$ cat src/dbvc_pkg.sv
// Purpose: shared constants for the dual step-down converter control bank
// Assumes: byte-wide registers, voltages carried as 12-bit millivolt values
// Notes:   field positions are fixed here and used by the register bank and the bench; the ramp takes only the step timing
package dbvc_pkg;
  localparam logic [6:0]  CHIP_ADDR      = 7'h36;  // serial chip address
  localparam logic [7:0]  IDX_CTRL       = 8'h00;  // converter_control
  localparam logic [7:0]  IDX_SET1       = 8'h01;  // first_converter_setting
  localparam logic [7:0]  IDX_SET2       = 8'h02;  // second_converter_setting
  // converter_control fields
  localparam int          CTRL_SS_EN     = 0;      // spread spectrum enable
  localparam int          CTRL_SS_FMOD   = 1;      // 1: 1 kHz, 0: 2 kHz
  localparam int          CTRL_MSTEP     = 2;      // micro-stepping enable
  localparam logic [7:0]  CTRL_MASK      = 8'h07;  // implemented bits
  localparam logic [7:0]  CTRL_RST       = 8'h02;  // modulation rate 1 kHz
  // converter setting fields
  localparam int          CODE_W         = 5;      // voltage code width
  localparam int          SET_FPWM       = 5;      // forced pwm select
  localparam int          SET2_PORDIS    = 6;      // power-on-reset disable
  localparam logic [7:0]  SET1_MASK      = 8'h3f;  // bits 6 and 7 unused
  localparam logic [7:0]  SET2_MASK      = 8'h7f;  // bit 7 unused
  // voltage code map, millivolts
  localparam logic [4:0]  C1_MIN         = 5'h05;  // 1.00 V
  localparam logic [4:0]  C1_MAX         = 5'h19;  // 2.00 V
  localparam logic [11:0] C1_BASE_MV     = 12'h3e8; // 1000 mV
  localparam logic [11:0] C1_STEP_MV     = 12'h032; // 50 mV
  localparam logic [4:0]  C2_LOW         = 5'h01;  // 1.8 V
  localparam logic [4:0]  C2_TRIM        = 5'h02;  // factory trimmed level
  localparam logic [4:0]  C2_MIN         = 5'h03;  // 2.0 V
  localparam logic [4:0]  C2_MAX         = 5'h10;  // 3.3 V
  localparam logic [11:0] C2_LOW_MV      = 12'h708; // 1800 mV
  localparam logic [11:0] C2_BASE_MV     = 12'h7d0; // 2000 mV
  localparam logic [11:0] C2_STEP_MV     = 12'h064; // 100 mV
  // micro-step timing
  localparam int          STEP_TIME_US   = 32;     // hold per step
  localparam int          CLK_MHZ        = 200;    // sys_clk rate
  localparam int          STEP_CYC       = STEP_TIME_US * CLK_MHZ;
endpackage : dbvc_pkg

$ cat src/dbvc_ramp_if.sv
// Purpose: carrier between the register bank and one ramp stepper
// Assumes: one instance per converter
// Notes:   ctrl side owns target and step size, ramp side owns the level
`timescale 1ns/1ps
`default_nettype none
interface dbvc_ramp_if;
  logic [11:0] target_mv;  // decoded target
  logic [11:0] step_mv;    // size of one micro-step
  logic        mstep_en;   // micro-stepping on
  logic [11:0] level_mv;   // present regulated level
  logic        busy;       // level differs from target
  modport ctrl (output target_mv, output step_mv, output mstep_en,
                input level_mv, input busy);
  modport ramp (input target_mv, input step_mv, input mstep_en,
                output level_mv, output busy);
endinterface : dbvc_ramp_if
`default_nettype wire

$ cat src/dbvc_ramp.sv
// Purpose: walks one converter level toward its target in fixed steps
// Assumes: target changes only on register writes
// Notes:   the hold counter restarts at every step, so each level lasts a full period
`timescale 1ns/1ps
`default_nettype none
module dbvc_ramp #(
  parameter int          STEP_CYCLES = dbvc_pkg::STEP_CYC,  // cycles per step
  parameter logic [11:0] RST_MV      = 12'h000              // level after reset
) (
  input  wire logic  sys_clk,
  input  wire logic  nrst,
  dbvc_ramp_if.ramp  rif
);
  logic [12:0] hold_r;   // step hold counter
  logic [11:0] level_r;  // present level
  logic [11:0] gap;      // distance to target
  logic        up;       // target above level
  logic        at_end;   // hold period over

  // distance is taken in the right direction to avoid underflow
  assign up     = rif.target_mv > level_r;
  assign gap    = up ? (rif.target_mv - level_r) : (level_r - rif.target_mv);
  assign at_end = hold_r == 13'(STEP_CYCLES - 1);

  // hold counter runs only while a ramp is pending
  always_ff @(posedge sys_clk or negedge nrst)
  begin
    if (!nrst)
      hold_r <= 13'h0000;
    else if (!rif.mstep_en || level_r == rif.target_mv || at_end)
      hold_r <= 13'h0000;  // idle or step taken
    else
      hold_r <= hold_r + 13'h0001;
  end

  // level update: direct jump or one step per hold period
  always_ff @(posedge sys_clk or negedge nrst)
  begin
    if (!nrst)
      level_r <= RST_MV;
    else if (!rif.mstep_en)
      level_r <= rif.target_mv;  // no ramp when micro-stepping is off
    else if (level_r != rif.target_mv && at_end)
    begin
      // a late target change simply redirects the next step
      if (gap <= rif.step_mv)
        level_r <= rif.target_mv;  // last partial step snaps
      else if (up)
        level_r <= level_r + rif.step_mv;
      else
        level_r <= level_r - rif.step_mv;
    end
  end

  assign rif.level_mv = level_r;
  assign rif.busy     = level_r != rif.target_mv;
endmodule : dbvc_ramp
`default_nettype wire

$ cat src/dbvc_regs.sv
// Purpose: control bank of a dual step-down regulator behind a serial slave
// Assumes: the serial slave delivers each decoded transfer as a one-cycle request
// Notes:   invalid voltage codes are stored but leave the target unchanged
// Operation
// - control register at index 00
// - first converter code and mode at 01
// - second converter code, mode, reset-disable at 02
// - first converter 1.00-2.00 V, 50 mV codes
// - second converter 1.8, 2.0-3.3 V codes
// - second converter code 00010 gives trimmed level
// - voltage registers reset to trimmed defaults
// - micro-stepping ramps instead of jumping
// - first converter 50 mV steps, 32 us each
// - second converter 100 mV steps, 32 us each
// - write: chip, index, data stored in register
// - device answers only chip address 36h
// - mode bit forces continuous pwm
// - modulation rate bit: 1 kHz set, default
`timescale 1ns/1ps
`default_nettype none
module dbvc_regs #(
  parameter int          STEP_CYCLES = dbvc_pkg::STEP_CYC,  // cycles per step
  parameter logic [4:0]  DEF_CODE1   = 5'h09,     // trimmed default, 1.2 V
  parameter logic [4:0]  DEF_CODE2   = 5'h10,     // trimmed default, 3.3 V
  parameter logic [11:0] TRIM2_MV    = 12'h73a    // trimmed code 00010, 1850 mV
) (
  input  wire logic        sys_clk,
  input  wire logic        nrst,
  input  wire logic        wr_valid,      // decoded write transfer
  input  wire logic [6:0]  wr_chip,       // chip address of the transfer
  input  wire logic        wr_dir_read,   // direction bit, 0 is write
  input  wire logic [7:0]  wr_index,      // register index byte
  input  wire logic [7:0]  wr_data,       // data byte
  output logic             wr_ack,        // write accepted
  input  wire logic        rd_valid,      // decoded read transfer
  input  wire logic [6:0]  rd_chip,       // chip address of the read
  input  wire logic [7:0]  rd_index,      // register index
  output logic             rd_ack,        // read accepted
  output logic [7:0]       rd_data,       // read byte, registered
  output logic [11:0]      vout1_mv,      // first converter level
  output logic [11:0]      vout2_mv,      // second converter level
  output logic [1:0]       ramp_busy,     // per converter ramp pending
  output logic [1:0]       force_pwm,     // per converter forced pwm
  output logic             ss_en,         // spread spectrum on
  output logic             ss_fmod_1khz,  // modulation 1 kHz, else 2 kHz
  output logic             por2_disable   // second reset output disabled
);
  localparam logic [7:0] SET1_RST = {3'h0, DEF_CODE1};
  localparam logic [7:0] SET2_RST = {3'h0, DEF_CODE2};

  logic [7:0]  ctrl_r;     // converter_control
  logic [7:0]  set1_r;     // first_converter_setting
  logic [7:0]  set2_r;     // second_converter_setting
  logic [11:0] tgt1_r;     // last valid first target
  logic [11:0] tgt2_r;     // last valid second target
  logic [11:0] tgt1_nxt;   // decode of first code
  logic [11:0] tgt2_nxt;   // decode of second code
  logic        ok1;        // first code legal
  logic        ok2;        // second code legal
  logic [4:0]  code1;      // first converter code field
  logic [4:0]  code2;      // second converter code field
  logic [7:0]  rd_nxt;     // read mux
  logic        wr_hit;     // write addressed to us
  logic        rd_hit;     // read addressed to us

  // only our chip address with the write direction is taken
  assign wr_hit = wr_valid && wr_chip == dbvc_pkg::CHIP_ADDR && !wr_dir_read;
  assign rd_hit = rd_valid && rd_chip == dbvc_pkg::CHIP_ADDR;
  assign wr_ack = wr_hit;
  assign rd_ack = rd_hit;

  // register writes, unused bits are never stored so they read zero
  always_ff @(posedge sys_clk or negedge nrst)
  begin
    if (!nrst)
    begin
      ctrl_r <= dbvc_pkg::CTRL_RST;
      set1_r <= SET1_RST;
      set2_r <= SET2_RST;
    end
    else if (wr_hit)
    begin
      unique case (wr_index)
        dbvc_pkg::IDX_CTRL: ctrl_r <= wr_data & dbvc_pkg::CTRL_MASK;
        dbvc_pkg::IDX_SET1: set1_r <= wr_data & dbvc_pkg::SET1_MASK;
        dbvc_pkg::IDX_SET2: set2_r <= wr_data & dbvc_pkg::SET2_MASK;
        default: ;  // unmapped index, write dropped
      endcase
    end
  end

  // read mux, unmapped index returns zero
  always_comb
  begin
    rd_nxt = 8'h00;
    unique case (rd_index)
      dbvc_pkg::IDX_CTRL: rd_nxt = ctrl_r;
      dbvc_pkg::IDX_SET1: rd_nxt = set1_r;
      dbvc_pkg::IDX_SET2: rd_nxt = set2_r;
      default: rd_nxt = 8'h00;
    endcase
  end

  // read data held until the next accepted read
  always_ff @(posedge sys_clk or negedge nrst)
  begin
    if (!nrst)
      rd_data <= 8'h00;
    else if (rd_hit)
      rd_data <= rd_nxt;
  end

  // code decode into millivolts
  assign code1 = set1_r[dbvc_pkg::CODE_W-1:0];
  assign code2 = set2_r[dbvc_pkg::CODE_W-1:0];
  always_comb
  begin
    ok1      = code1 >= dbvc_pkg::C1_MIN && code1 <= dbvc_pkg::C1_MAX;
    tgt1_nxt = dbvc_pkg::C1_BASE_MV
             + 12'(code1 - dbvc_pkg::C1_MIN) * dbvc_pkg::C1_STEP_MV;
    ok2      = code2 >= dbvc_pkg::C2_LOW && code2 <= dbvc_pkg::C2_MAX;
    if (code2 == dbvc_pkg::C2_LOW)
      tgt2_nxt = dbvc_pkg::C2_LOW_MV;
    else if (code2 == dbvc_pkg::C2_TRIM)
      tgt2_nxt = TRIM2_MV;  // one code for both trim variants
    else
      tgt2_nxt = dbvc_pkg::C2_BASE_MV
               + 12'(code2 - dbvc_pkg::C2_MIN) * dbvc_pkg::C2_STEP_MV;
  end

  // targets keep the last legal code so a bad write cannot upset the output
  always_ff @(posedge sys_clk or negedge nrst)
  begin
    if (!nrst)
    begin
      tgt1_r <= 12'h000;
      tgt2_r <= 12'h000;
    end
    else
    begin
      if (ok1)
        tgt1_r <= tgt1_nxt;
      if (ok2)
        tgt2_r <= tgt2_nxt;
    end
  end

  // one stepper per converter, step size differs per converter
  for (genvar g = 0; g < 2; g++)
  begin : g_conv
    dbvc_ramp_if rif ();
    assign rif.target_mv = (g == 0) ? tgt1_r : tgt2_r;
    assign rif.step_mv   = (g == 0) ? dbvc_pkg::C1_STEP_MV : dbvc_pkg::C2_STEP_MV;
    assign rif.mstep_en  = ctrl_r[dbvc_pkg::CTRL_MSTEP];
    assign ramp_busy[g]  = rif.busy;
    dbvc_ramp #(
      .STEP_CYCLES (STEP_CYCLES),
      .RST_MV      (12'h000)
    ) u_ramp (
      .sys_clk (sys_clk),
      .nrst    (nrst),
      .rif     (rif)
    );
  end

  assign vout1_mv     = g_conv[0].rif.level_mv;
  assign vout2_mv     = g_conv[1].rif.level_mv;
  assign force_pwm    = {set2_r[dbvc_pkg::SET_FPWM], set1_r[dbvc_pkg::SET_FPWM]};
  assign ss_en        = ctrl_r[dbvc_pkg::CTRL_SS_EN];
  assign ss_fmod_1khz = ctrl_r[dbvc_pkg::CTRL_SS_FMOD];
  assign por2_disable = set2_r[dbvc_pkg::SET2_PORDIS];
endmodule : dbvc_regs
`default_nettype wire

$ cat config.mk
export PLATFORM = sky130hd
export DESIGN_NAME = dbvc_regs
export DESIGN_NICKNAME = d
export VERILOG_FILES = /design/src/dbvc_pkg.sv /design/src/dbvc_ramp_if.sv /design/src/dbvc_ramp.sv /design/src/dbvc_regs.sv
export SDC_FILE = /design/constraint.sdc
export NUM_CORES = 1
export LEC_CHECK = 0
export BUFFER_PORTS_ARGS = -buffer_cell sky130_fd_sc_hd__buf_2
export CAP_MARGIN = 10
export CORE_MARGIN = 4
export CORE_UTILIZATION = 42
export CTS_BUF_LIST = sky130_fd_sc_hd__clkbuf_4
export DETAILED_ROUTE_END_ITERATION = 12
export GPL_TIMING_DRIVEN = 0
export PLACE_DENSITY_LB_ADDON = 0.05
export SYNTH_ARGS = -nofsm -noshare
export SYNTH_HDL_FRONTEND = slang
export SYNTH_SLANG_ARGS = --single-unit
export TNS_END_PERCENT = 30
$ cat constraint.sdc
create_clock -name sys_clk -period 6.33 [get_ports sys_clk]
set_input_delay 0 -clock sys_clk [delete_from_list [all_inputs] [get_ports sys_clk]]
set_output_delay 0 -clock sys_clk [all_outputs]
set_load 0.005 [all_outputs]
## Word-level counts from Yosys, hierarchy flattened

Cells that the tools add are included.

- Reductions and logical operators: 18
- Order comparisons: 8
- Multiply operators: 2
- Eq/ne operators: 16
- Add/subtract/negate cells: 14
- Multiplexer cells: 15

Operators by type and width:

| operator | count |
|---|---|
| 12-bit 2-to-1 mux | 12 |
| 12-bit subtractor | 4 |
| 13-bit by 1-bit adder with 13-bit output (second input constant) | 2 |
| 13-bit == test (second input constant) | 2 |
| 13-bit 2-to-1 mux | 2 |
| 12-bit == test | 2 |
| 12-bit greater-than comparator | 2 |
| 12-bit != test | 2 |
| 7-bit case mux with 3 select lines | 1 |
| 8-bit by 1-bit == test with 1-bit output (second input constant) | 2 |
| 8-bit by 2-bit == test with 1-bit output (second input constant) | 2 |
| 8-bit logical NOT | 2 |
| 7-bit by 6-bit == test with 1-bit output (second input constant) | 2 |
| 10-bit by 12-bit adder with 12-bit output (first input constant) | 1 |
| 11-bit by 12-bit adder with 12-bit output (first input constant) | 1 |
| 12-bit by 6-bit adder with 12-bit output (second input constant) | 1 |
| 12-bit by 7-bit adder with 12-bit output (second input constant) | 1 |
| 12-bit by 6-bit <= comparator with 1-bit output (second input constant) | 1 |
| 12-bit by 7-bit <= comparator with 1-bit output (second input constant) | 1 |
| 12-bit by 5-bit multiplier with 10-bit output (second input constant) | 1 |
| 12-bit by 5-bit multiplier with 11-bit output (second input constant) | 1 |
| 12-bit by 6-bit subtractor with 12-bit output (second input constant) | 1 |
| 12-bit by 7-bit subtractor with 12-bit output (second input constant) | 1 |
| 5-bit <= comparator (second input constant) | 2 |
| 11 further kinds | 24 |

- Bits of input ports: 43
- Word-level logic and storage cells: 83
- Output and inout port bits: 41
- Register bits after elaboration: 98

## Depth between registers and ports, before layout

Gate-level depths: netlist of the first run.

- Depth after elaboration: 6
- Depth in mapped cells: 20
- Mapped depth without buffers: 19

## Modules after synthesis

Synthesis of the first run repeated with hierarchy kept, for this count alone.

- Cell total of the unflattened synthesis: 1144
- Area total of the unflattened synthesis: 9775.6 um2

By module, submodules not included:

| module | cells an instance | instances | area each (um2) |
|---|---|---|---|
| dbvc_regs | 325 | 1 | 3363.2 |
| dbvc_ramp at g_conv[0].u_ramp | 417 | 1 | 3215.6 |
| dbvc_ramp at g_conv[1].u_ramp | 402 | 1 | 3196.8 |

## Worst setup path before layout of the first run

Ideal clock, no wire load.

- Path type: reg-to-reg
- From: register set1_r[0]
- To: register tgt1_r[11] (netlist: g_conv[0].rif.target_mv[11])
- Data arrival time: 3.968 ns
- Period minus slack after synthesis: 4.103 ns
- Setup slack: 2.227 ns
- Setup time: 0.135 ns
- Data required time: 6.195 ns
- Stages on the path, launching flop included: 14
- Cell sequence: dfstp_2 inv_1 ha_1 xnor2_1 ha_1 ha_1 fa_1 ha_1 a21oi_1 xnor2_1 or4_1 o31ai_1 xnor2_1 a21oi_1

- Longest elaborated chain between the ends: 3
- Elaborated cells on any way between the ends: 6
- Classes of those cells: add/sub (2); mul (1); order compare (2); reduce/logical (1)

RTL lines:

| what | line | text |
|---|---|---|
| from (decl) | dbvc_regs.sv:52 | `logic [7:0] set1_r;` |
| from (signal assigned) | dbvc_regs.sv:85 | `dbvc_pkg::IDX_SET1: set1_r <= wr_data & dbvc_pkg::SET1_MASK;` |
| 5-bit by 3-bit subtractor with 6-bit output | dbvc_regs.sv:120 | `+ 12'(code1 - dbvc_pkg::C1_MIN) * dbvc_pkg::C1_STEP_MV;` |
| 12-bit by 5-bit multiplier with 11-bit output | dbvc_regs.sv:120 |  |
| 10-bit by 12-bit adder with 12-bit output | dbvc_regs.sv:120 |  |
| to (signal assigned) | dbvc_regs.sv:142 | `tgt1_r <= tgt1_nxt;` |
| to (decl) | dbvc_regs.sv:54 | `logic [11:0] tgt1_r;` |

Several ways; a longest one is shown, not always the timed one.
A chain may end at the register's enable or synchronous reset.

## Worst setup path in the final report of the first run

- From: register g_conv[0].u_ramp.level_r[8]
- To: register g_conv[0].u_ramp.level_r[10]

- Elaborated cells on any way between the ends: 14
- Classes of those cells: add/sub (4); order compare (2); eq/ne (2); mux (5); reduce/logical (1)

RTL lines:

| what | line | text |
|---|---|---|
| from (decl) | dbvc_ramp.sv:15 | `logic [11:0] level_r;` |
| from (signal assigned) | dbvc_ramp.sv:42 | `level_r <= rif.target_mv;` |
| from (signal assigned) | dbvc_ramp.sv:47 | `level_r <= rif.target_mv;` |
| from (signal assigned) | dbvc_ramp.sv:49 | `level_r <= level_r + rif.step_mv;` |
| 12-bit != test | -- |  |
| named net g_conv[0].rif.busy | dbvc_ramp_if.sv:11 | `logic busy;` |
| 1-bit logical AND | dbvc_ramp.sv:43 | `else if (level_r != rif.target_mv && at_end)` |
| 2-bit by 1-bit != test with 1-bit output (no source line) | -- |  |

The timed path passes the listed nets, and every way through them passes these cells. The select of a mux whose other input is x is not followed.

==> impl_metrics.env, run 1 <==
export IMPL_seq_area_frac_synth_pct=27.4
export IMPL_grt_overflow_total=0
export IMPL_fin_nets=1253
export IMPL_slew_viol_final=0
export IMPL_cp_start_kind="flip-flop"
export IMPL_powerDensity_nw_per_um2=138
export IMPL_grt_pass1_wl_mm=35.4
export IMPL_dr_first_iter_drc_count=426
export IMPL_htree_levels=3
export IMPL_status="completed"
export IMPL_mostFrequentLayoutCell="ha_1"
export IMPL_initial_core_util_pct=43.2
export IMPL_grt_busiest_layer="met1"
export IMPL_slew_headroom_pct=50.1
export IMPL_ant_nets=0
export IMPL_maxCapViolations=0
export IMPL_worstPathMaxFanout=12
export IMPL_drive_gt1_share_pct=14.4
export IMPL_numCtsBuffers=9
export IMPL_async_reset_ff_share_pct=100
export IMPL_setup_violations_final=0
export IMPL_worst_hold_slack_ps=38.5
export IMPL_gp_congestion=0.892
export IMPL_final_hold_viol_count=0
export IMPL_drc=0
export IMPL_synth_area_leaders="dfrtp_1 (26%), ha_1 (15%), xnor2_1 (5.3%)"
export IMPL_whs_endpoint="rd_data[6]"
export IMPL_hold_path_startpoint="rd_chip[5]"
export IMPL_portBuffers=78
export IMPL_path_clk_slew_ps=160
export IMPL_hold_class="in -> reg"
export IMPL_final_cell_mix="ha_1 (103), inv_1 (90), dfrtp_1 (89), buf_2 (88), nor2_1 (85)"
export IMPL_cts_resized=0
export IMPL_critPathKind="reg -> reg"
export IMPL_grt_util_met1_pct=30.0
export IMPL_cts_max_path_buffers=2
export IMPL_setup_ws_ps=1440
export IMPL_met2_usage_pct=29.3
export IMPL_worstRegToRegCells=17
export IMPL_antenna_found_initial=1
export IMPL_rsz0062_at_grt="false"
export IMPL_hold_depth=4
export IMPL_fp_dieH_um=150
export IMPL_ys_ff_latch=93
export IMPL_worst_pin_slew_ps=749
export IMPL_tns_ps=0
export IMPL_synth_top_cell_area_share_pct=26.2
export IMPL_core_area_um2=19700
export IMPL_vias_per_cell=5.21
export IMPL_crit_arrival_ps=5310
export IMPL_fmax_mhz=205
export IMPL_worstSetupEndpointType="flip-flop"
export IMPL_place_ws_ps=1470
export IMPL_r2r_slack_ps=1440
export IMPL_reg2reg_to="g_conv[0].u_ramp.rif.level_mv[10]"
export IMPL_track_usage_pct=19.5
export IMPL_wirelength_mm=21.0
export IMPL_fp_row_count=51
export IMPL_crit_required_ps=6750
export IMPL_synth_area_um2=8500
export IMPL_die_width_um=150
export IMPL_firstDrtPassIters=5
export IMPL_syn_inst=976
export IMPL_synth_cell_types=78
export IMPL_area_growth_pct=13.5
export IMPL_dp_hpwl_mm=16.6
export IMPL_vias=7105
export IMPL_ys_flop_type="dfrtp_1"
export IMPL_synth_edff_count=0
export IMPL_timing_rr_start="g_conv[0].u_ramp.rif.level_mv[8]"
export IMPL_die_area_um2=22600
export IMPL_clkLatencyLatePin_ps=490
export IMPL_post_route_period_util_pct=77.2
export IMPL_grt_use_met3_pct=2.71
export IMPL_fin_worst_skew_ps=21.9
export IMPL_cts_root_buf="clkbuf_4"
export IMPL_grt_pass1_vias=6846
export IMPL_fillCellCount=2007
export IMPL_grt_max_degree=53
export IMPL_top_level_ports=84
export IMPL_synth_top_area_cell="dfrtp_1"
export IMPL_cts_tree="yes"
export IMPL_post_drt_wl_per_cell_um=15.4
export IMPL_min_period_ps=4890
export IMPL_avgSynthCellArea_um2=8.71
export IMPL_worst_ir_drop_vdd_v=0.0000967
export IMPL_power_leakage_nw=4.70
export IMPL_cts_sinks=93
export IMPL_yosys_warnings=0
## metal layers
layer	vias to the layer above	routed length, um
met5	-	0
met4	0	178
met3	14	785
met2	138	8910
met1	3293	11100
li1	3660	-
## where the power goes
group	internal, W	total, W	switching [W]	leakage, nW
Sequential	0.000616	0.000638	0.0000215	1.22
Clock	0.000121	0.000345	0.000223	0.0720
Combinational	0.000158	0.000345	0.000186	3.40
## worst max-delay path, stage by stage, from the launching register on
cell and delay (ps):
dfrtp_1 470, inv_1 70, ha_1 270, buf_2 190, and3_1 240, nand4_1 420, and2_1 350, a22oi_2 600
ha_1 360, a21o_1 180, a21oi_1 220, o21bai_1 120, a2111oi_0 600, o31ai_1 150, a21oi_1 190, xnor2_1 130
mux2i_1 80, a21oi_1 160
## sequential cells by signal (all words and copies together) (netlist names)
signal                      cells
ctrl_r                          3
g_conv.u_ramp.hold_r           26
g_conv.rif.target_mv           22
g_conv.u_ramp.rif.level_mv     22
set2_r                          7
set1_r                          6
rd_data                         7
## final cells by class
type	instances	area [um^2]	share of cell area, %
Sequential cell	93	2330	24.2
Inverter	91	342	3.54
Clock inverter	7	71.3	0.739
Timing Repair Buffer	104	671	6.95
Multi-Input combinational cell	756	5630	58.4
Antenna cell	1	2.50	0.0259
Clock buffer	9	67.6	0.700
Buffer	38	201	2.09
Tap cell	265	332	3.44
## repair_timing
item	in CTS	in global routing
setup buffers	0	0
hold buffers	25	0
endpoints found under the hold margin	74	0
## through the flow
step | total power (W) | cells | instance area (um^2) | utilization, %
after floorplan | 0.000897 | 978 | 8510 | -
after global placement | 0.000985 | 1321 | 9230 | 47.0
after detailed placement | 0.000988 | 1322 | 9260 | 47.1
after CTS | 0.00134 | 1363 | 9650 | 49.1
after global routing | 0.00141 | 1364 | 9650 | 49.1
final | 0.00133 | 1364 | 9650 | 49.1
## worst max path at each step
stage | end | depth (start not counted) | from | slack, ps
6_report | g_conv[0].u_ramp.rif.level_mv[10] | 17 | g_conv[0].u_ramp.rif.level_mv[8] | 1440
5_1_grt | g_conv[0].u_ramp.rif.level_mv[8] | 15 | g_conv[0].u_ramp.rif.level_mv[2] | 920
4_1_cts | g_conv[0].u_ramp.rif.level_mv[10] | 17 | g_conv[0].u_ramp.rif.level_mv[8] | 1390
3_5_place_dp | g_conv[0].u_ramp.rif.level_mv[10] | 17 | g_conv[0].u_ramp.rif.level_mv[8] | 1470
3_3_place_gp | g_conv[0].u_ramp.rif.level_mv[10] | 17 | g_conv[0].u_ramp.rif.level_mv[8] | 1420
2_1_floorplan | g_conv[0].rif.target_mv[11] | 13 | set1_r[0] | 2230
## Yosys cell counts, drive strengths merged (8+ instances only)
cell type  number
a21o           18
a21oi          69
and3           14
buf            21
clkbuf         17
dfrtp          89
fa             14
ha            103
inv            91
mux2           15
mux2i          22
nand2          66
nand2b          9
nand3          37
nor2           85
nor2b          10
nor3           21
o21ai          48
o221ai          8
o31ai           9
xnor2          51
xor2           32
## cell families (layout without fill, tap and decap cells)
kind of cell / count (synthesis) / in the layout / share of synthesized area, %
buf+inv: 129 / 249 / 6.39
xor+xnor: 83 / 83 / 8.55
fa+ha+maj: 117 / 117 / 18.5
compound gates: 229 / 229 / 17.9
mux: 37 / 37 / 4.58
flops: 93 / 93 / 27.4
other cells: 1 / 4 / 0.0441
simple gates: 287 / 287 / 16.7
Note: power is estimated with default switching activity, not from simulation.
==> run 2: changes to the inputs <==
Clock period 6.33 ns to 4.6 ns, I/O delays scaled along.
==> impl_metrics.env, run 2 (same netlist as run 1, synthesis figures left out) <==
export IMPL_hold_class="in -> reg"
export IMPL_rsz0062_at_grt="true"
export IMPL_cp_start_kind="flip-flop"
export IMPL_core_area_um2=19700
export IMPL_crit_chain="inv_1, ha_1, buf_2, nand4_1, nor3_4, inv_2, nand2_1, o31ai_4, buf_6, inv_1, ha_1, a21o_1, a21oi_1, o21ai_0, o41ai_2, o21ai_0, xnor2_1, nor2_1, mux2i_1, o22ai_1"
export IMPL_critPathSlowestCell="dfrtp_1"
export IMPL_portBuffers=78
export IMPL_drive_gt1_share_pct=15.4
export IMPL_drc=0
export IMPL_cts_tree="yes"
export IMPL_worst_ir_drop_vdd_v=0.000133
export IMPL_post_route_period_util_pct=95.8
export IMPL_r2r_slack_ps=190
export IMPL_dr_first_iter_drc_count=400
export IMPL_crit_arrival_ps=4770
export IMPL_hold_depth=4
export IMPL_fillCellCount=2008
export IMPL_clkLatencyLatePin_ps=490
export IMPL_final_cell_mix="ha_1 (103), inv_1 (89), dfrtp_1 (89), buf_2 (88), nor2_1 (85)"
export IMPL_htree_levels=3
export IMPL_finalNonFillerCells=1374
export IMPL_fin_nets=1262
export IMPL_finish_utilization_pct=49.6
export IMPL_final_hold_viol_count=0
export IMPL_top_level_ports=84
export IMPL_numCtsBuffers=9
export IMPL_critPathKind="reg -> reg"
export IMPL_status="completed"
export IMPL_cts_root_buf="clkbuf_4"
export IMPL_grt_pass1_wl_mm=35.6
export IMPL_place_ws_ps=-257
export IMPL_slew_viol_final=0
export IMPL_ant_nets=0
export IMPL_vias_per_cell=5.27
export IMPL_antenna_found_initial=1
export IMPL_area_growth_pct=14.8
export IMPL_post_drt_wl_per_cell_um=15.5
export IMPL_slew_headroom_pct=52.6
export IMPL_cts_sinks=93
export IMPL_fmax_mhz=227
export IMPL_mostFrequentLayoutCell="ha_1"
export IMPL_fp_dieH_um=150
export IMPL_grt_pass1_vias=6873
export IMPL_dpl_instance_area_um2=9260
export IMPL_track_usage_pct=19.7
export IMPL_initial_core_util_pct=43.2
export IMPL_worstPathMaxFanout=12
export IMPL_dp_hpwl_mm=16.6
export IMPL_die_width_um=150
export IMPL_pwr_share_comb_pct=27.1
export IMPL_largest_reg_flops=26
export IMPL_grt_max_degree=53
export IMPL_maxCapViolations=0
export IMPL_swShare_pct=32.5
export IMPL_p_clk_share_pct=25.6
export IMPL_worstRegToRegCells=20
export IMPL_die_area_um2=22600
export IMPL_setup_violations_final=0
export IMPL_worst_hold_slack_ps=36.6
export IMPL_intPower_w=0.00125
export IMPL_grt_overflow_total=0
export IMPL_fin_worst_skew_ps=21.0
export IMPL_worstSetupEndpointType="flip-flop"
export IMPL_crit_required_ps=4960
export IMPL_path_clk_slew_ps=160
export IMPL_powerDensity_nw_per_um2=190
export IMPL_setup_ws_ps=192
export IMPL_final_area_um2=9750
export IMPL_min_period_ps=4410
export IMPL_vias=7242
export IMPL_max_stage_delay_ps=440
export IMPL_power_share_sequential_pct=47.3
export IMPL_firstDrtPassIters=5
export IMPL_switchingPower_w=0.000602
export IMPL_worst_pin_slew_ps=708
export IMPL_fp_row_count=51
export IMPL_cts_max_path_buffers=2
export IMPL_placedCellCount=1322
export IMPL_wirelength_mm=21.3
export IMPL_regMostFlops="g_conv.u_ramp.hold_r"
export IMPL_power_leakage_nw=4.75
export IMPL_gp_congestion=0.892
## run 2: cell count changes in the layout (fill, tap and decap cells not counted)
cell,delta
inv_1,-1
xnor2_2,+2
diode_2,+1
o41ai_2,+1
o31ai_4,+1
a2111oi_0,-1
o41ai_1,-1
xnor2_1,-2
buf_4,+9
inv_2,+1
o31ai_2,-1
a2111oi_1,+1
## run 2: final cells by class
class	instances	area [um^2]	share of cell area, %
multi-input cells	756	5660	58.1
plain buffers	38	201	2.07
repair buffers	113	738	7.57
diodes	2	5.00	0.0513
well taps	265	332	3.40
inverters	91	342	3.50
clock inverters	7	71.3	0.731
clock buffers	9	67.6	0.693
flip-flops and latches	93	2330	23.9
## run 2: power groups by stage
stage	clock network (W)	registers, W	logic [W]
2_1_floorplan	0	0.000886	0.000349
3_3_place_gp	0	0.000893	0.000463
3_5_place_dp	0	0.000893	0.000466
4_1_cts	0.000487	0.000878	0.000495
5_1_grt	0.000526	0.000884	0.000562
6_report	0.000475	0.000878	0.000502
## run 2: timing repair
action                                 4_1_cts  5_1_grt
resized for setup                            2        4
hold buffers                                25        0
setup buffers                                4        5
cloned                                       0        0
pin swaps                                    1        2
setup endpoints to repair                    6        7
endpoints found under the hold margin       74        0
## run 2: metrics by stage
step	setup TNS [ps]	total power, W
after detailed placement	-763	0.00136
after global routing	-309	0.00197
after global placement	-934	0.00136
after CTS	0	0.00186
after floorplan	0	0.00123
final	0	0.00185
## run 2: final timing paths
check                                            startpoint                           endpoint
hold reg to reg                  g_conv[0].u_ramp.hold_r[0]         g_conv[0].u_ramp.hold_r[0]
hold / removal                                   rd_chip[5]                         rd_data[3]
setup / recovery           g_conv[1].u_ramp.rif.level_mv[8]  g_conv[1].u_ramp.rif.level_mv[11]
setup reg to reg           g_conv[1].u_ramp.rif.level_mv[8]  g_conv[1].u_ramp.rif.level_mv[11]
min in group asynchronous                              nrst                          set2_r[6]
max in group asynchronous                              nrst                          ctrl_r[1]
## run 2: worst max-delay path, delay by kind of cell, from the launching register on
kind / cells / cell delay, ps
mux: 1 / 130
fa+ha+maj: 2 / 550
buf+inv: 5 / 780
xor+xnor: 1 / 250
simple gates: 4 / 850
compound gates: 7 / 1290
flops: 1 / 440
## run 2: routing by layer
layer | up-vias | track usage (%) | part of all wire (%)
met4 | 0 | 3.84 | 0.94
met1 | 3393 | 30.2 | 53
met2 | 148 | 29.5 | 42
met5 | - | 0 | 0
met3 | 14 | 2.71 | 3.8
li1 | 3687 | - | -
==> run 3: changes to the inputs <==
Settings changed: ABC_AREA from default to 1.
==> impl_metrics.env, run 3 <==
export IMPL_track_usage_pct=19.7
export IMPL_switchingPower_w=0.000681
export IMPL_tns_ps=0
export IMPL_slew_headroom_pct=65.8
export IMPL_final_hold_viol_count=0
export IMPL_synth_edff_count=0
export IMPL_critPathLaunch="set1_r[0]"
export IMPL_cts_max_path_buffers=2
export IMPL_wirelength_mm=23.4
export IMPL_antenna_found_initial=1
export IMPL_crit_required_ps=4960
export IMPL_top_level_ports=84
export IMPL_max_stage_delay_ps=630
export IMPL_initial_core_util_pct=42.5
export IMPL_synth_top_cell_area_share_pct=24.1
export IMPL_clkLatencyLatePin_ps=490
export IMPL_status="completed"
export IMPL_grt_max_degree=60
export IMPL_die_area_um2=24400
export IMPL_yosys_top_cells_count="nand2_1 (332), inv_1 (232), ha_1 (103)"
export IMPL_critPathKind="reg -> reg"
export IMPL_setup_violations_final=0
export IMPL_critPathSlowestCell="dfstp_2"
export IMPL_grt_overflow_total=0
export IMPL_worst_pin_slew_ps=509
export IMPL_crit_arrival_ps=4590
export IMPL_crit_chain="inv_1, ha_1, or2_2, nand2_1, nor2_1, inv_1, nand2_1, ha_1, ha_1, inv_1, fa_1, inv_1, ha_1, inv_1, nor2_1, nor2_1, xor2_1, inv_1, nor2_1, nor2_1, xnor2_1, o21ai_0"
export IMPL_async_reset_ff_share_pct=100
export IMPL_seq_area_frac_synth_pct=25.2
export IMPL_mostFrequentLayoutCell="nand2_1"
export IMPL_yosysMostFrequentCell="nand2_1"
export IMPL_fp_dieH_um=156
export IMPL_post_cts_buffers=0
export IMPL_cts_tree="yes"
export IMPL_vias=8422
export IMPL_cts_sinks=93
export IMPL_powerDensity_nw_per_um2=179
export IMPL_vias_per_cell=4.88
export IMPL_area_growth_pct=13.2
export IMPL_largest_reg_flops=26
export IMPL_intPower_w=0.00119
export IMPL_cp_start_kind="flip-flop"
export IMPL_pwr_share_comb_pct=29.5
export IMPL_worst_hold_slack_ps=40.3
export IMPL_firstDrtPassIters=5
export IMPL_worstPathMaxFanout=7
export IMPL_htree_levels=3
export IMPL_ys_flop_type="dfrtp_1"
export IMPL_rsz0062_at_grt="false"
export IMPL_min_period_ps=4230
export IMPL_die_width_um=156
export IMPL_p_clk_share_pct=26.3
export IMPL_post_route_period_util_pct=91.9
export IMPL_fp_row_count=54
export IMPL_yosys_warnings=0
export IMPL_ys_ff_latch=93
export IMPL_worstSetupEndpointType="flip-flop"
export IMPL_synth_area_um2=9240
export IMPL_cts_resized=0
export IMPL_fmax_mhz=237
export IMPL_synth_top_area_cell="dfrtp_1"
export IMPL_timing_rr_start="set1_r[0]"
export IMPL_hold_path_startpoint="rd_index[7]"
export IMPL_grt_pass1_wl_mm=39.6
export IMPL_cp_top_family="adder cells"
export IMPL_drive_gt1_share_pct=12.9
export IMPL_power_leakage_nw=5.77
export IMPL_numCtsBuffers=9
export IMPL_swShare_pct=36.3
export IMPL_cp_num_buf_inv=6
export IMPL_hold_class="in -> reg"
export IMPL_gp_congestion=0.860
export IMPL_fin_worst_skew_ps=29.7
export IMPL_worst_ir_drop_vdd_v=0.0000956
export IMPL_ant_nets=0
export IMPL_slew_viol_final=0
export IMPL_grt_pass1_vias=8199
export IMPL_cts_root_buf="clkbuf_4"
export IMPL_final_cell_mix="nand2_1 (332), inv_1 (232), ha_1 (103), nand3_1 (95), nor2_1 (94)"
export IMPL_core_area_um2=21800
export IMPL_syn_inst=1320
export IMPL_dp_hpwl_mm=18.9
export IMPL_dr_first_iter_drc_count=433
export IMPL_fin_nets=1601
export IMPL_regMostFlops="g_conv.u_ramp.hold_r"
export IMPL_synth_area_leaders="dfrtp_1 (24%), ha_1 (14%), nand2_1 (13%)"
export IMPL_drc=0
export IMPL_synth_cell_types=53
export IMPL_post_drt_wl_per_cell_um=13.6
export IMPL_maxCapViolations=0
export IMPL_avgSynthCellArea_um2=7.00
export IMPL_path_clk_slew_ps=160
export IMPL_holdBufCountCts=28
export IMPL_portBuffers=79
export IMPL_critPathMostFrequentCell="inv_1"
export IMPL_power_share_sequential_pct=44.2
-- run 3: cell count changes after synthesis, sizes merged, moves of 11 or more --
cell | before | now
inv | 91 | 235
mux2i | 22 | 0
and3 | 14 | 2
nor2 | 85 | 96
nand2 | 66 | 360
nand3 | 37 | 108
clkbuf | 17 | 6
a21o | 18 | 3
xnor2 | 51 | 18
nand4 | 6 | 26
-- run 3: cell type report --
class,count,area (um^2)
Antenna cell,1,2.50
Sequential cell,93,2330
Buffer,25,174
Tap cell,280,350
Timing Repair Buffer,108,706
Clock inverter,7,86.3
Multi-Input combinational cell,967,5860
Inverter,237,890
Fill cell,2316,11300
Clock buffer,9,67.6
-- run 3: power groups by stage --
stage / Combinational (W) / Sequential (W) / Clock [W]
detailed placement: 0.000540 / 0.000844 / 0
CTS: 0.000556 / 0.000829 / 0.000518
global placement: 0.000536 / 0.000844 / 0
global route: 0.000633 / 0.000830 / 0.000544
finish: 0.000553 / 0.000829 / 0.000493
floorplan: 0.000394 / 0.000842 / 0
-- run 3: path summary, 6_finish.rpt --
check	end	slack [ps]	cells past startpoint
hold / removal	rd_data[1]	40	6
min in group asynchronous	g_conv[1].u_ramp.rif.level_mv[11]	530	3
hold reg to reg	g_conv[1].u_ramp.hold_r[0]	470	1
setup reg to reg	g_conv[0].rif.target_mv[11]	370	22
setup / recovery	g_conv[0].rif.target_mv[11]	370	22
max in group asynchronous	ctrl_r[0]	2860	4
-- run 3: metal layers --
| layer | share of wire (%) | track usage, % | vias up |
|---|---|---|---|
| li1 | - | - | 4437 |
| met1 | 50 | 28.0 | 3830 |
| met2 | 45 | 32.5 | 139 |
| met3 | 3.4 | 2.07 | 16 |
| met4 | 1.1 | 4.50 | 0 |
| met5 | 0 | 0 | - |
-- run 3: cell families after synthesis --
group | after synthesis | synth area share, %
xor gates and xnor gates | 58 | 5.50
muxes | 6 | 0.731
adders and majority gates | 117 | 17.0
other | 1 | 0.0406
DFF | 93 | 25.2
buffers and inverters | 262 | 11.5
and+or+nand+nor | 636 | 31.3
AOI/OAI and AO/OA | 147 | 8.69
-- run 3: per-stage QoR --
stage / util, % / setup WS, ps / cells / power, W / area (um^2)
after floorplan: - / 803 / 1322 / 0.00124 / 9250
after global placement: 46.0 / 390 / 1681 / 0.00138 / 10000
after detailed placement: 46.1 / 368 / 1682 / 0.00138 / 10000
after CTS: 48.1 / 323 / 1726 / 0.00190 / 10500
after global routing: 48.1 / 47.3 / 1727 / 0.00201 / 10500
final: 48.1 / 373 / 1727 / 0.00188 / 10500
-- run 3: tightest hold or removal path: stages --
cell and delay [ps]:
buf_2 70, nor4_1 50, nand4_1 110, nor2_1 50
o21ai_0 160, nand2_1 50
